## src/logic/pdld_pkg.sv

```systemverilog
package pdld_pkg;
  // Divider widths and limits
  localparam int REF_DIV_W = 12;
  localparam int FB_DIV_W = 18;
  localparam int PRE_DIV_W = 4;
  localparam int CH_DIV_W = 11;
  localparam int CNT_W = 14;
  localparam int DIV_W = 18;
  localparam int NUM_CH = 6;
  localparam logic [REF_DIV_W-1:0] REF_DIV_MIN = 12'h001;
  localparam logic [PRE_DIV_W-1:0] PRE_DIV_MIN = 4'h2;
  localparam logic [PRE_DIV_W-1:0] PRE_DIV_MAX = 4'h8;
  localparam logic [FB_DIV_W-1:0] FB_DIV_MIN = 18'h0_0001;
  localparam logic [CH_DIV_W-1:0] CH_DIV_MIN = 11'h001;
  localparam logic [CH_DIV_W-1:0] CH_DIV_MAX = 11'h415;
  // Lock window
  localparam int WIN_PS = 3700;
  localparam int CLK_PS = 10000;
  localparam int WIN_CYC_RAW = WIN_PS / CLK_PS;
  localparam int WIN_CYC = (WIN_CYC_RAW < 1) ? 1 : WIN_CYC_RAW;
  localparam logic [3:0] WIN_CYC_V = 4'(WIN_CYC);
  // Register map
  localparam logic [3:0] A_REF = 4'h0;
  localparam logic [3:0] A_FB = 4'h1;
  localparam logic [3:0] A_LOCKCNT = 4'h2;
  localparam logic [3:0] A_STAT = 4'h3;
  localparam logic [3:0] A_IRQ = 4'h4;
  localparam logic [3:0] A_MASK = 4'h5;
  localparam logic [3:0] A_CH0 = 4'h8;
  // Reset values
  localparam logic [REF_DIV_W-1:0] REF_DIV_RST = 12'h001;
  localparam logic [PRE_DIV_W-1:0] PRE_DIV_RST = 4'h2;
  localparam logic [FB_DIV_W-1:0] FB_DIV_RST = 18'h0_0001;
  localparam logic [CNT_W-1:0] LOCKCNT_RST = 14'h0400;
  localparam logic [CH_DIV_W-1:0] CH_DIV_RST = 11'h002;
  // Field positions
  localparam int DBL_BIT = 12;
  localparam int PRE_LSB = 18;
  localparam int IRQ_LOCK = 0;
  localparam int IRQ_LOSS = 1;
  typedef enum logic [1:0] {
    PDLD_IDLE,
    PDLD_WAIT_FB,
    PDLD_WAIT_REF
  } pdld_phase_e;
endpackage

```

## src/logic/pdld_divider.sv

```systemverilog
`timescale 1ns/100ps
`default_nettype none
module pdld_divider (
  // Clock and reset
  input wire logic sys_clk,
  input wire logic rst,
  // Source edge and setting
  input wire logic edge_in,
  input wire logic [pdld_pkg::DIV_W-1:0] div_val,
  // Divided outputs
  output logic out_pulse,
  output logic out_level
);
  logic [pdld_pkg::DIV_W-1:0] cnt_r, cnt_nxt;
  logic pulse_r, pulse_nxt;
  logic lvl_r, lvl_nxt;
  logic [pdld_pkg::DIV_W-1:0] half;

  // Level high for first floor(n/2) edges, toggles every edge when n is 1; odd ratios allowed
  always_comb begin
    half = div_val >> 1;
    cnt_nxt = cnt_r;
    pulse_nxt = 1'b0;
    lvl_nxt = lvl_r;
    if (edge_in) begin
      if (cnt_r + 18'h0_0001 >= div_val) begin
        cnt_nxt = '0;
        pulse_nxt = 1'b1;
        lvl_nxt = (div_val > 18'h0_0001);
      end else begin
        cnt_nxt = cnt_r + 18'h0_0001;
        lvl_nxt = (cnt_r + 18'h0_0001) < half;
      end
      if (div_val == 18'h0_0001) begin
        lvl_nxt = ~lvl_r;
      end
    end
  end

  always_ff @(posedge sys_clk) begin
    if (rst) begin
      cnt_r <= '0;
      pulse_r <= 1'b0;
      lvl_r <= 1'b0;
    end else begin
      cnt_r <= cnt_nxt;
      pulse_r <= pulse_nxt;
      lvl_r <= lvl_nxt;
    end
  end

  assign out_pulse = pulse_r;
  assign out_level = lvl_r;
endmodule
`default_nettype wire

```

## src/logic/pdld_top.sv

```systemverilog
// Contract
// Reference path divides by programmable value 1 to 4095.
// Doubler gives factor 1 when off, 2 when on, before divider.
// Prescaler divides oscillator by 2 through 8 before feedback divider.
// Feedback divider takes any value 1 to 262143.
// Software sets equal reference and feedback comparison rates.
// Software keeps comparison rate at or below 155 MHz.
// Each channel outputs oscillator divided by its own value, up to 1045.
// Channel dividers allow odd and even ratios from 2 to 1045.
// Software prefers doubler on with divide 2 over off with divide 1.
// Lock count increments per comparison with edges inside 3.7 ns window; code accepts edges up to one 10 ns sys_clk cycle apart.
// Edge pair outside window clears lock count to zero at once.
// Lock declared only after threshold consecutive in-window comparisons.
// Lock threshold comes from software-programmable lock count field.
// Lock holds while count at threshold, drops when count cleared.
`timescale 1ns/100ps
`default_nettype none
module pdld_top (
  // Clock and reset
  input wire logic sys_clk,
  input wire logic rst,
  // Source edges, one cycle pulses
  input wire logic ref_edge,
  input wire logic ref_edge_late,
  input wire logic osc_edge,
  // Register port
  input wire logic [3:0] reg_addr,
  input wire logic [31:0] reg_wdata,
  input wire logic reg_wr,
  input wire logic reg_rd,
  output logic [31:0] reg_rdata,
  // Comparison and lock
  output logic pd_ref_pulse,
  output logic pd_fb_pulse,
  output logic lock_detect,
  output logic irq,
  // Channel clocks
  output logic [pdld_pkg::NUM_CH-1:0] ch_clk
);

  // Configuration
  logic [pdld_pkg::REF_DIV_W-1:0] ref_div_r, ref_div_nxt;
  logic ref_doubler_enable_r, ref_doubler_enable_nxt;
  logic [pdld_pkg::PRE_DIV_W-1:0] pre_div_r, pre_div_nxt;
  logic [pdld_pkg::FB_DIV_W-1:0] fb_div_r, fb_div_nxt;
  logic [pdld_pkg::CNT_W-1:0] lock_count_threshold_r, lock_count_threshold_nxt;
  logic [pdld_pkg::CH_DIV_W-1:0] ch_div_r [pdld_pkg::NUM_CH];
  logic [pdld_pkg::CH_DIV_W-1:0] ch_div_nxt [pdld_pkg::NUM_CH];
  logic [1:0] irq_stat_r, irq_stat_nxt;
  logic [1:0] irq_mask_r, irq_mask_nxt;
  logic [31:0] rdata_r, rdata_nxt;
  logic irq_r, irq_nxt;
  // Lock detector
  pdld_pkg::pdld_phase_e phase_r, phase_nxt;
  logic [3:0] win_r, win_nxt;
  logic [pdld_pkg::CNT_W-1:0] lock_cnt_r, lock_cnt_nxt;
  logic lock_r, lock_nxt;
  // Divider chain wiring
  logic ref_mult_edge;
  logic pre_pulse;
  logic ref_pd;
  logic fb_pd;
  logic [pdld_pkg::DIV_W-1:0] ref_div_ext;
  logic [pdld_pkg::DIV_W-1:0] pre_div_ext;
  logic in_window;
  logic out_window;
  logic lock_rise;
  logic lock_fall;
  // Channel levels
  logic [pdld_pkg::NUM_CH-1:0] ch_lvl;
  logic [pdld_pkg::NUM_CH-1:0] ch_clk_nxt;

  // Doubler: both reference edges when enabled
  assign ref_mult_edge = ref_edge | (ref_doubler_enable_r & ref_edge_late);
  assign ref_div_ext = {6'h00, ref_div_r};
  assign pre_div_ext = {14'h0000, pre_div_r};

  pdld_divider u_ref_div (
    .sys_clk(sys_clk),
    .rst(rst),
    .edge_in(ref_mult_edge),
    .div_val(ref_div_ext),
    .out_pulse(ref_pd),
    .out_level()
  );

  pdld_divider u_pre_div (
    .sys_clk(sys_clk),
    .rst(rst),
    .edge_in(osc_edge),
    .div_val(pre_div_ext),
    .out_pulse(pre_pulse),
    .out_level()
  );

  pdld_divider u_fb_div (
    .sys_clk(sys_clk),
    .rst(rst),
    .edge_in(pre_pulse),
    .div_val(fb_div_r),
    .out_pulse(fb_pd),
    .out_level()
  );

  // Channel dividers, one per output
  genvar gi;
  generate
    for (gi = 0; gi < pdld_pkg::NUM_CH; gi++) begin : g_ch
      pdld_divider u_ch_div (
        .sys_clk(sys_clk),
        .rst(rst),
        .edge_in(osc_edge),
        .div_val({7'h00, ch_div_r[gi]}),
        .out_pulse(),
        .out_level(ch_lvl[gi])
      );
    end
  endgenerate

  // Channel clock registers
  always_comb begin
    ch_clk_nxt = ch_lvl;
  end

  always_ff @(posedge sys_clk) begin
    if (rst) begin
      ch_clk <= '0;
    end else begin
      ch_clk <= ch_clk_nxt;
    end
  end

  // Window check on edge pairs
  always_comb begin
    phase_nxt = phase_r;
    win_nxt = win_r;
    in_window = 1'b0;
    out_window = 1'b0;
    case (phase_r)
      pdld_pkg::PDLD_IDLE: begin
        if (ref_pd && fb_pd) begin
          in_window = 1'b1;
        end else if (ref_pd) begin
          phase_nxt = pdld_pkg::PDLD_WAIT_FB;
          win_nxt = '0;
        end else if (fb_pd) begin
          phase_nxt = pdld_pkg::PDLD_WAIT_REF;
          win_nxt = '0;
        end
      end
      pdld_pkg::PDLD_WAIT_FB, pdld_pkg::PDLD_WAIT_REF: begin
        win_nxt = win_r + 4'h1;
        if ((phase_r == pdld_pkg::PDLD_WAIT_FB && fb_pd) ||
            (phase_r == pdld_pkg::PDLD_WAIT_REF && ref_pd)) begin
          phase_nxt = pdld_pkg::PDLD_IDLE;
          if (win_r + 4'h1 <= pdld_pkg::WIN_CYC_V) begin
            in_window = 1'b1;
          end else begin
            out_window = 1'b1;
          end
        end else if (win_r + 4'h1 > pdld_pkg::WIN_CYC_V) begin
          out_window = 1'b1;
          phase_nxt = pdld_pkg::PDLD_IDLE;
        end
      end
      default: begin
        phase_nxt = pdld_pkg::PDLD_IDLE;
      end
    endcase
  end

  // Window state and comparison pulse registers
  always_ff @(posedge sys_clk) begin
    if (rst) begin
      phase_r <= pdld_pkg::PDLD_IDLE;
      win_r <= 4'h0;
      pd_ref_pulse <= 1'b0;
      pd_fb_pulse <= 1'b0;
    end else begin
      phase_r <= phase_nxt;
      win_r <= win_nxt;
      pd_ref_pulse <= ref_pd;
      pd_fb_pulse <= fb_pd;
    end
  end

  // Lock count and flag
  always_comb begin
    lock_cnt_nxt = lock_cnt_r;
    lock_nxt = lock_r;
    // Out-of-window pair clears at once
    if (out_window) begin
      lock_cnt_nxt = '0;
      lock_nxt = 1'b0;
    end else if (in_window) begin
      // Count saturates at all ones
      if (lock_cnt_r != '1) begin
        lock_cnt_nxt = lock_cnt_r + 14'h0001;
      end
      if (lock_cnt_r + 14'h0001 >= lock_count_threshold_r) begin
        lock_nxt = 1'b1;
      end
    end
  end

  // Lock registers
  always_ff @(posedge sys_clk) begin
    if (rst) begin
      lock_cnt_r <= '0;
      lock_r <= 1'b0;
    end else begin
      lock_cnt_r <= lock_cnt_nxt;
      lock_r <= lock_nxt;
    end
  end

  assign lock_rise = lock_nxt & ~lock_r;
  assign lock_fall = ~lock_nxt & lock_r;

  // Register writes, reads and interrupt status
  always_comb begin
    ref_div_nxt = ref_div_r;
    ref_doubler_enable_nxt = ref_doubler_enable_r;
    pre_div_nxt = pre_div_r;
    fb_div_nxt = fb_div_r;
    lock_count_threshold_nxt = lock_count_threshold_r;
    irq_mask_nxt = irq_mask_r;
    for (int i = 0; i < pdld_pkg::NUM_CH; i++) begin
      ch_div_nxt[i] = ch_div_r[i];
    end
    irq_stat_nxt = irq_stat_r;
    rdata_nxt = 32'h0000_0000;
    if (reg_wr) begin
      case (reg_addr)
        pdld_pkg::A_REF: begin
          if (reg_wdata[pdld_pkg::REF_DIV_W-1:0] >= pdld_pkg::REF_DIV_MIN) begin
            ref_div_nxt = reg_wdata[pdld_pkg::REF_DIV_W-1:0];
          end
          ref_doubler_enable_nxt = reg_wdata[pdld_pkg::DBL_BIT];
        end
        pdld_pkg::A_FB: begin
          if (reg_wdata[pdld_pkg::FB_DIV_W-1:0] >= pdld_pkg::FB_DIV_MIN) begin
            fb_div_nxt = reg_wdata[pdld_pkg::FB_DIV_W-1:0];
          end
          if (reg_wdata[pdld_pkg::PRE_LSB +: pdld_pkg::PRE_DIV_W] >= pdld_pkg::PRE_DIV_MIN &&
              reg_wdata[pdld_pkg::PRE_LSB +: pdld_pkg::PRE_DIV_W] <= pdld_pkg::PRE_DIV_MAX) begin
            pre_div_nxt = reg_wdata[pdld_pkg::PRE_LSB +: pdld_pkg::PRE_DIV_W];
          end
        end
        pdld_pkg::A_LOCKCNT: begin
          lock_count_threshold_nxt = reg_wdata[pdld_pkg::CNT_W-1:0];
        end
        pdld_pkg::A_MASK: begin
          irq_mask_nxt = reg_wdata[1:0];
        end
        default: begin
          if (reg_addr >= pdld_pkg::A_CH0 &&
              reg_addr < pdld_pkg::A_CH0 + 4'(pdld_pkg::NUM_CH) &&
              reg_wdata[pdld_pkg::CH_DIV_W-1:0] >= pdld_pkg::CH_DIV_MIN &&
              reg_wdata[pdld_pkg::CH_DIV_W-1:0] <= pdld_pkg::CH_DIV_MAX) begin
            ch_div_nxt[3'(reg_addr - pdld_pkg::A_CH0)] =
              reg_wdata[pdld_pkg::CH_DIV_W-1:0];
          end
        end
      endcase
    end
    if (reg_rd) begin
      case (reg_addr)
        pdld_pkg::A_REF: begin
          rdata_nxt = {19'h0_0000, ref_doubler_enable_r, ref_div_r};
        end
        pdld_pkg::A_FB: begin
          rdata_nxt = {10'h000, pre_div_r, fb_div_r};
        end
        pdld_pkg::A_LOCKCNT: begin
          rdata_nxt = {18'h0_0000, lock_count_threshold_r};
        end
        pdld_pkg::A_STAT: begin
          rdata_nxt = {17'h0_0000, lock_r, lock_cnt_r};
        end
        pdld_pkg::A_IRQ: begin
          rdata_nxt = {30'h0000_0000, irq_stat_r};
          irq_stat_nxt = 2'h0;
        end
        pdld_pkg::A_MASK: begin
          rdata_nxt = {30'h0000_0000, irq_mask_r};
        end
        default: begin
          if (reg_addr >= pdld_pkg::A_CH0 &&
              reg_addr < pdld_pkg::A_CH0 + 4'(pdld_pkg::NUM_CH)) begin
            rdata_nxt = {21'h00_0000, ch_div_r[3'(reg_addr - pdld_pkg::A_CH0)]};
          end
        end
      endcase
    end
    // Set wins over read clear
    if (lock_rise) begin
      irq_stat_nxt[pdld_pkg::IRQ_LOCK] = 1'b1;
    end
    if (lock_fall) begin
      irq_stat_nxt[pdld_pkg::IRQ_LOSS] = 1'b1;
    end
    irq_nxt = |(irq_stat_nxt & irq_mask_nxt);
  end

  // Configuration and status registers
  always_ff @(posedge sys_clk) begin
    if (rst) begin
      ref_div_r <= pdld_pkg::REF_DIV_RST;
      ref_doubler_enable_r <= 1'b0;
      pre_div_r <= pdld_pkg::PRE_DIV_RST;
      fb_div_r <= pdld_pkg::FB_DIV_RST;
      lock_count_threshold_r <= pdld_pkg::LOCKCNT_RST;
      irq_mask_r <= 2'h0;
      irq_stat_r <= 2'h0;
      rdata_r <= 32'h0000_0000;
      irq_r <= 1'b0;
      for (int i = 0; i < pdld_pkg::NUM_CH; i++) begin
        ch_div_r[i] <= pdld_pkg::CH_DIV_RST;
      end
    end else begin
      ref_div_r <= ref_div_nxt;
      ref_doubler_enable_r <= ref_doubler_enable_nxt;
      pre_div_r <= pre_div_nxt;
      fb_div_r <= fb_div_nxt;
      lock_count_threshold_r <= lock_count_threshold_nxt;
      irq_mask_r <= irq_mask_nxt;
      irq_stat_r <= irq_stat_nxt;
      rdata_r <= rdata_nxt;
      irq_r <= irq_nxt;
      for (int i = 0; i < pdld_pkg::NUM_CH; i++) begin
        ch_div_r[i] <= ch_div_nxt[i];
      end
    end
  end

  // Outputs straight from registers
  assign reg_rdata = rdata_r;
  assign lock_detect = lock_r;
  assign irq = irq_r;
endmodule
`default_nettype wire

```

## config.mk

```make
export PLATFORM = sky130hd
export DESIGN_NAME = pdld_top
export DESIGN_NICKNAME = d
export VERILOG_FILES = /design/src/logic/pdld_pkg.sv /design/src/logic/pdld_divider.sv /design/src/logic/pdld_top.sv
export SDC_FILE = /design/constraint.sdc
export NUM_CORES = 1
export LEC_CHECK = 0
export CELL_PAD_IN_SITES_DETAIL_PLACEMENT = 0
export CELL_PAD_IN_SITES_GLOBAL_PLACEMENT = 1
export CORE_MARGIN = 10
export CORE_UTILIZATION = 30
export DETAILED_ROUTE_END_ITERATION = 10
export DONT_BUFFER_PORTS = 1
export PLACE_DENSITY_LB_ADDON = 0.1
export RECOVER_POWER = 50
export SLEW_MARGIN = 20
export SYNTH_ARGS = -nofsm -noshare
export SYNTH_HDL_FRONTEND = slang
export SYNTH_SLANG_ARGS = --single-unit
```

## constraint.sdc

```tcl
create_clock -name sys_clk -period 5 [get_ports sys_clk]
set_input_delay 0.5 -clock sys_clk [delete_from_list [all_inputs] [get_ports sys_clk]]
set_output_delay 0.5 -clock sys_clk [all_outputs]
set_load 0.05 [all_outputs]
```

==> results of run 1 <==
[through the flow]
step                hold WS [ns]  std cells  util [%]
finish                    0.0381       3130      33.9
global placement           0.433       3043      31.6
floorplan                  0.426       2288         -
CTS                      0.00162       3129      34.0
detailed placement         0.444       3043      31.6
global route              0.0288       3130      33.9
[cell usage in the layout, fill, tap and decap left out, drive strengths merged, types with 15 or more instances in the layout]
| cell | Yosys | final |
|---|---|---|
| nor4 | 31 | 31 |
| a21oi | 109 | 109 |
| dfxtp | 342 | 342 |
| a21o | 50 | 50 |
| clkbuf | 80 | 69 |
| o21ai | 62 | 62 |
| a31oi | 21 | 21 |
| nand4 | 54 | 54 |
| o211ai | 34 | 34 |
| nand2b | 26 | 26 |
| nand2 | 196 | 196 |
| and3 | 41 | 41 |
| ha | 185 | 185 |
| nor2b | 15 | 15 |
| a32o | 19 | 19 |
| nor2 | 207 | 207 |
| mux2i | 93 | 93 |
| and4 | 18 | 18 |
| and2 | 65 | 65 |
| nor3 | 36 | 36 |
| xor2 | 70 | 70 |
| a22o | 35 | 35 |
| nand3 | 72 | 72 |
| xnor2 | 53 | 53 |
| or2 | 19 | 19 |
| inv | 138 | 139 |
| a22oi | 27 | 27 |
[logic make-up after synthesis]
logic type	after synthesis	share of synthesized area [%]
buf+inv	252	5.11
flops	342	34.7
simple gates	824	21.2
xor+xnor	123	5.46
other cells	1	0.0190
compound gates	447	15.7
mux	105	6.03
fa+ha+maj	185	11.7
[registers in the layout, indices dropped and copies added (netlist names), 12 cells and up]
signal and count:
g_ch.u_ch_div.cnt_r 108, ch_div_r 66, reg_rdata 22, fb_div_r 18, u_fb_div.cnt_r 18, u_pre_div.cnt_r 18
u_ref_div.cnt_r 18, lock_cnt_r 14, lock_count_threshold_r 14, ref_div_r 12
[report_power, final]
group | switching, uW | leakage, uW | internal, uW
sequential | 91.2 | 0.00276 | 2780
combinational | 355 | 0.00550 | 237
clock | 1320 | 0.000758 | 2040
total | 1770 | 0.00902 | 5050
[worst max-delay path, cell delays in order (launching register included)]
cell	delay, ns
dfxtp_1	0.46
nand3_1	0.14
nor3_1	0.39
and3_1	0.29
and3_1	0.21
xor2_1	0.26
ha_1	0.30
a21o_1	0.16
a21o_1	0.18
a21o_1	0.17
a2111oi_0	0.37
a31oi_1	0.18
nor2_1	0.12
buf_4	0.18
a21oi_1	0.08
buf_4	0.20
nor2_1	0.11
[cell type report]
type / instances / share of cell area [%]
inverter: 138 / 2.36
multi-input combinational: 1694 / 54.2
clock inverter: 20 / 0.950
tap: 855 / 4.86
sequential: 342 / 31.1
timing repair buffer: 18 / 0.546
clock buffer: 63 / 5.99
[how the worst max path moves through the flow]
stage	from	endpoint	cells past startpoint
after floorplan	u_fb_div.cnt_r[2]	u_fb_div.cnt_r[10]	16
after global placement	g_ch[1].u_ch_div.cnt_r[0]	g_ch[1].u_ch_div.cnt_r[2]	12
after detailed placement	u_fb_div.cnt_r[2]	u_fb_div.cnt_r[3]	16
after CTS	u_fb_div.cnt_r[2]	u_fb_div.cnt_r[8]	16
after global routing	u_fb_div.cnt_r[2]	u_fb_div.cnt_r[3]	16
final	u_fb_div.cnt_r[2]	u_fb_div.cnt_r[8]	16
[routing by layer]
metal | wire length (um) | track usage (%) | vias to the layer above
met2 | 27000 | 24.0 | 256
met4 | 1470 | 4.43 | 0
met3 | 2910 | 2.86 | 73
li1 | - | - | 8059
met1 | 28500 | 20.3 | 7687
met5 | 0 | 0 | -
[repair_timing]
item,CTS,global route
hold buffers,3,0
endpoints found under the hold margin,22,0
setup buffers,0,0
==> flow_summary.ini, run 1 <==
[yosys]
synth_area_sq_um = 19700
synth_ff_type = dfxtp_1
synth_most_common_cell = dfxtp_1
synth_edf_count = 0
ys_ff_latch = 342
synth_area_per_cell_sq_um = 8.66
synth_common_cells = dfxtp_1 (342), nor2_1 (207), nand2_1 (196), ha_1 (185), inv_1 (138)
syn_inst = 2279
ys_seq_area_share_pct = 34.7
yosysWarnings = 0
synthDistinctLibCells = 84
synthArstFlopShare_pct = 0
yosysTopAreaCellShare_pct = 34.7
synth_top_area_cell = dfxtp_1
synth_area_leaders = dfxtp_1 (35%), ha_1 (12%), mux2i_1 (4.7%), nor2_1 (3.9%), nand2_1 (3.7%)

[drt]
vias = 16100
final_antenna_net_count = 0
wl_per_cell_um = 19.1
dr.first_iter.drc_count = 1060
drc = 0
totalWireLength_um = 59800
viasPerCell = 5.14
dr.pass1.iters = 5

[floorplan]
start_util_pct = 30.5
rows = 93
core_area_sq_um = 64800
dieWidth_um = 277
dieArea_sq_um = 76500
die_h_um = 277
io_pins = 85

[run_status]
failed_checks = max-capacitance violations, max-slew violations
status = finished, violations left

[power]
ir_worst_vdd_v = 0.000256
power_uw = 6820
leakagePower_uw = 0.00902
power_density_nw_per_um2 = 310

[clock_network]
cts_buffers = 45
post_cts_resized = 0
clockBufferDepth = 3
path_clk_slew_ns = 0.06
clk_latency_ns = 0.58
htree_levels = 2
cts_tree = built
clock-sinks = 342
cts_root_buf = clkbuf_16

[setup_path]
critPathMaxFanout = 11
ff2ff_path_depth = 16
arrival_ns = 4.37
path_class = register to register
setup.worst_path.end_class = register
crit_required_ns = 5.51
rr_startpoint = u_fb_div.cnt_r[2]
r2r_slack_ns = 1.14
r2r-end = u_fb_div.cnt_r[8]
startpoint_type = register

[hold_path]
hold-path-endpoint = g_ch[4].u_ch_div.out_level
min_from = osc_edge
hold_depth = 1
hold_class = input pin to register

[cells_and_area]
drive_above_1_share_pct = 5.89
final-seq-area_sq_um = 6850
nets = 2467
multi_input_area_sq_um = 11900
n_antenna_cell = 0
n_fill_cell = 6715
synthToLayoutAreaGrowth_pct = 11.4
final_area_sq_um = 22000

[placed_design]
gp_congestion = 0.806
hpwl_um = 42800
place_area_sq_um = 20500
io_buffers = 0
post-place-ws_ns = 1.17

[timing]
setup_slack_ns = 1.14
grt_setup_unrepaired = false
min_period_ns = 3.86
skew_ns = 0.0143
hold_viol = 0
post-route-period-util_pct = 77.2
finalSetupViolCount = 0
relSlewSlack_pct = -101
fmax_mhz = 259
worst_pin_slew_ns = 2.99
slew_viol_final = 132
final.setup.tns_ns = 0

[global_routing]
grt_pass1_wl_um = 92700
grt_pass1_vias = 15600
overflow = 0
grt_max_degree = 126
antenna_found_initial = 0
grt_usage_pct = 15.1

[run]
cap_violations = 4
Power figures use the tool's default switching activity.
==> run 2: changes to the inputs <==
clock period = 3.1 ns   (was 5 ns; I/O delays follow)
==> run 2 against run 1 <==
  * Flip-flop and latch count stayed put
  * Register-to-register slack worse by 1.2 ns
  * Clock power is 59% higher
  * Count of clock-buffer cells in the layout decreased by 3
  * Cell count up 9.7%
  * Largest power group unchanged
  * The run ends with max-capacitance violations, max-slew violations, negative setup slack left
  * Sequential power increased by 61%
  * Final area up 15%
  * Combinational power is 120% higher
  * Die area unchanged
  * Power increased by 65%
  * Setup slack got worse by 1.2 ns
  * Largest cell class unchanged
  * First-iteration DRC count is 1.5% lower
==> flow_summary.ini, run 2 (synthesis gave the netlist of run 1 again) <==
[cells_and_area]
layout_common_cells = dfxtp_1 (319), nand2_1 (190), nor2_1 (182)
synthToLayoutAreaGrowth_pct = 28.2
final_common_cell = dfxtp_1
fin_util_pct = 39.0
largest_reg_flops = 108
final_area_sq_um = 25300
top_register = g_ch.u_ch_div.cnt_r
drive_above_1_share_pct = 15.8
nets = 2768

[setup_path]
critPathMaxFanout = 6
path_class = register to register
startpoint = u_fb_div.cnt_r[0]
rr_startpoint = u_fb_div.cnt_r[0]
critPathMaxStageDelay_ns = 0.38
path_cells = nand2_4 > nor3_4 > and3_4 > and3_4 > xor2_2 > ha_1 > a21o_1 > a21o_1 > a21o_1 > a2111oi_4 > a31oi_4 > nor2_4 > buf_6 > buf_12 > a32o_1
setup.worst_path.end_class = register
crit_top_cell = a21o_1
arrival_ns = 3.68
path_buf_inv = 2
cpMaxStageDelayCell = dfxtp_4
crit_required_ns = 3.63
cp_top_family = compound AO/OA/AOI/OAI gates
startpoint_type = register

[floorplan]
die_h_um = 277
io_pins = 85
core_area_sq_um = 64800
rows = 93
dieArea_sq_um = 76500
dieWidth_um = 277
start_util_pct = 30.5

[timing]
setup_slack_ns = -0.0411
skew_ns = 0.0241
fmax_mhz = 318
finalSetupViolCount = 10
worst_pin_slew_ns = 1.77
hold_viol = 0
slew_viol_final = 14
post-route-period-util_pct = 101
min_period_ns = 3.14
relSlewSlack_pct = -18.9
grt_setup_unrepaired = true
final.setup.tns_ns = -0.197

[placed_design]
io_buffers = 0
place_area_sq_um = 21700
hpwl_um = 44800
post-place-ws_ns = -0.0667
gp_congestion = 0.823

[clock_network]
cts_root_buf = clkbuf_16
cts_tree = built
cts_buffers = 44
clk_latency_ns = 0.59
clockBufferDepth = 3
htree_levels = 2
clock-sinks = 342
path_clk_slew_ns = 0.06

[drt]
dr.first_iter.drc_count = 1044
totalWireLength_um = 65300
viasPerCell = 5.08
vias = 17500
drc = 0
wl_per_cell_um = 19.0
dr.pass1.iters = 5
final_antenna_net_count = 0

[global_routing]
grt_usage_pct = 16.3
grt_pass1_wl_um = 101000
grt_max_degree = 146
antenna_found_initial = 1
grt_pass1_vias = 17400
overflow = 0

[run]
cap_violations = 1

[run_status]
status = finished, violations left
failed_checks = max-capacitance violations, max-slew violations, negative setup slack

[power]
ir_worst_vdd_v = 0.000362
leakagePower_uw = 0.0110
power_density_nw_per_um2 = 444

[hold_path]
min_from = reg_rd
hold_class = input pin to register
-- run 2: cell types whose count changed in the layout (fill, tap and decap cells not counted), sizes merged --
cell / delta
diode: +3
clkbuf: +3
dlygate4sd3: +141
inv: +1
buf: +155
bufinv: +1
clkinvlp: -1
-- run 2: final cells by class --
class | count | area (sq um)
Antenna cell | 3 | 7.51
Multi-Input combinational cell | 1694 | 12500
Sequential cell | 342 | 6890
Timing Repair Buffer | 320 | 2790
Clock buffer | 60 | 1230
Fill cell | 6599 | 39500
Clock inverter | 21 | 267
Inverter | 138 | 518
Tap cell | 855 | 1070
-- run 2: metal layers --
layer  wire [um]  track usage, %
met3        3060            2.72
met1       30300            21.5
met4        1970            5.27
met2       30100            26.6
met5           0               0
-- run 2: worst reg2reg max path: stages, from the launching register on --
cell and delay [ns]:
dfxtp_4 0.38, nand2_4 0.06, nor3_4 0.17, and3_4 0.20, and3_4 0.20, xor2_2 0.17
ha_1 0.27, a21o_1 0.17, a21o_1 0.15, a21o_1 0.21, a2111oi_4 0.35, a31oi_4 0.16
nor2_4 0.18, buf_6 0.16, buf_12 0.11, a32o_1 0.15
-- run 2: repair_timing --
action / CTS / global route
setup buffers: 10 / 12
hold endpoints to repair: 161 / 10
hold buffers: 144 / 2
cloned: 0 / 1
endpoints found under the setup margin: 21 / 96
pin swaps: 21 / 56
gates resized for setup: 20 / 118
-- run 2: through the flow --
step | hold slack, ns | total power (uW) | cells
after global placement | 0.406 | 5770 | 3180
after floorplan | 0.426 | 5480 | 2288
final | 0.0270 | 11200 | 3433
after detailed placement | 0.407 | 5800 | 3180
after global routing | 0.0166 | 11700 | 3432
after CTS | -0.210 | 11300 | 3415
-- run 2: path summary, 6_finish.rpt --
path / endpoint / slack, ns / depth (start not counted)
hold reg to reg: g_ch[2].u_ch_div.cnt_r[10] / 0.45 / 1
setup reg to reg: u_fb_div.cnt_r[12] / -0.04 / 15
hold / removal: irq_stat_r[0] / 0.03 / 3
setup / recovery: u_fb_div.cnt_r[12] / -0.04 / 15
-- run 2: power breakdown --
group / internal [uW] / leakage [uW] / switching, uW / total [uW]
registers: 4480 / 0.00277 / 133 / 4610
logic: 576 / 0.00748 / 719 / 1290
clock network: 3210 / 0.000742 / 2120 / 5340
total: 8270 / 0.0110 / 2980 / 11200
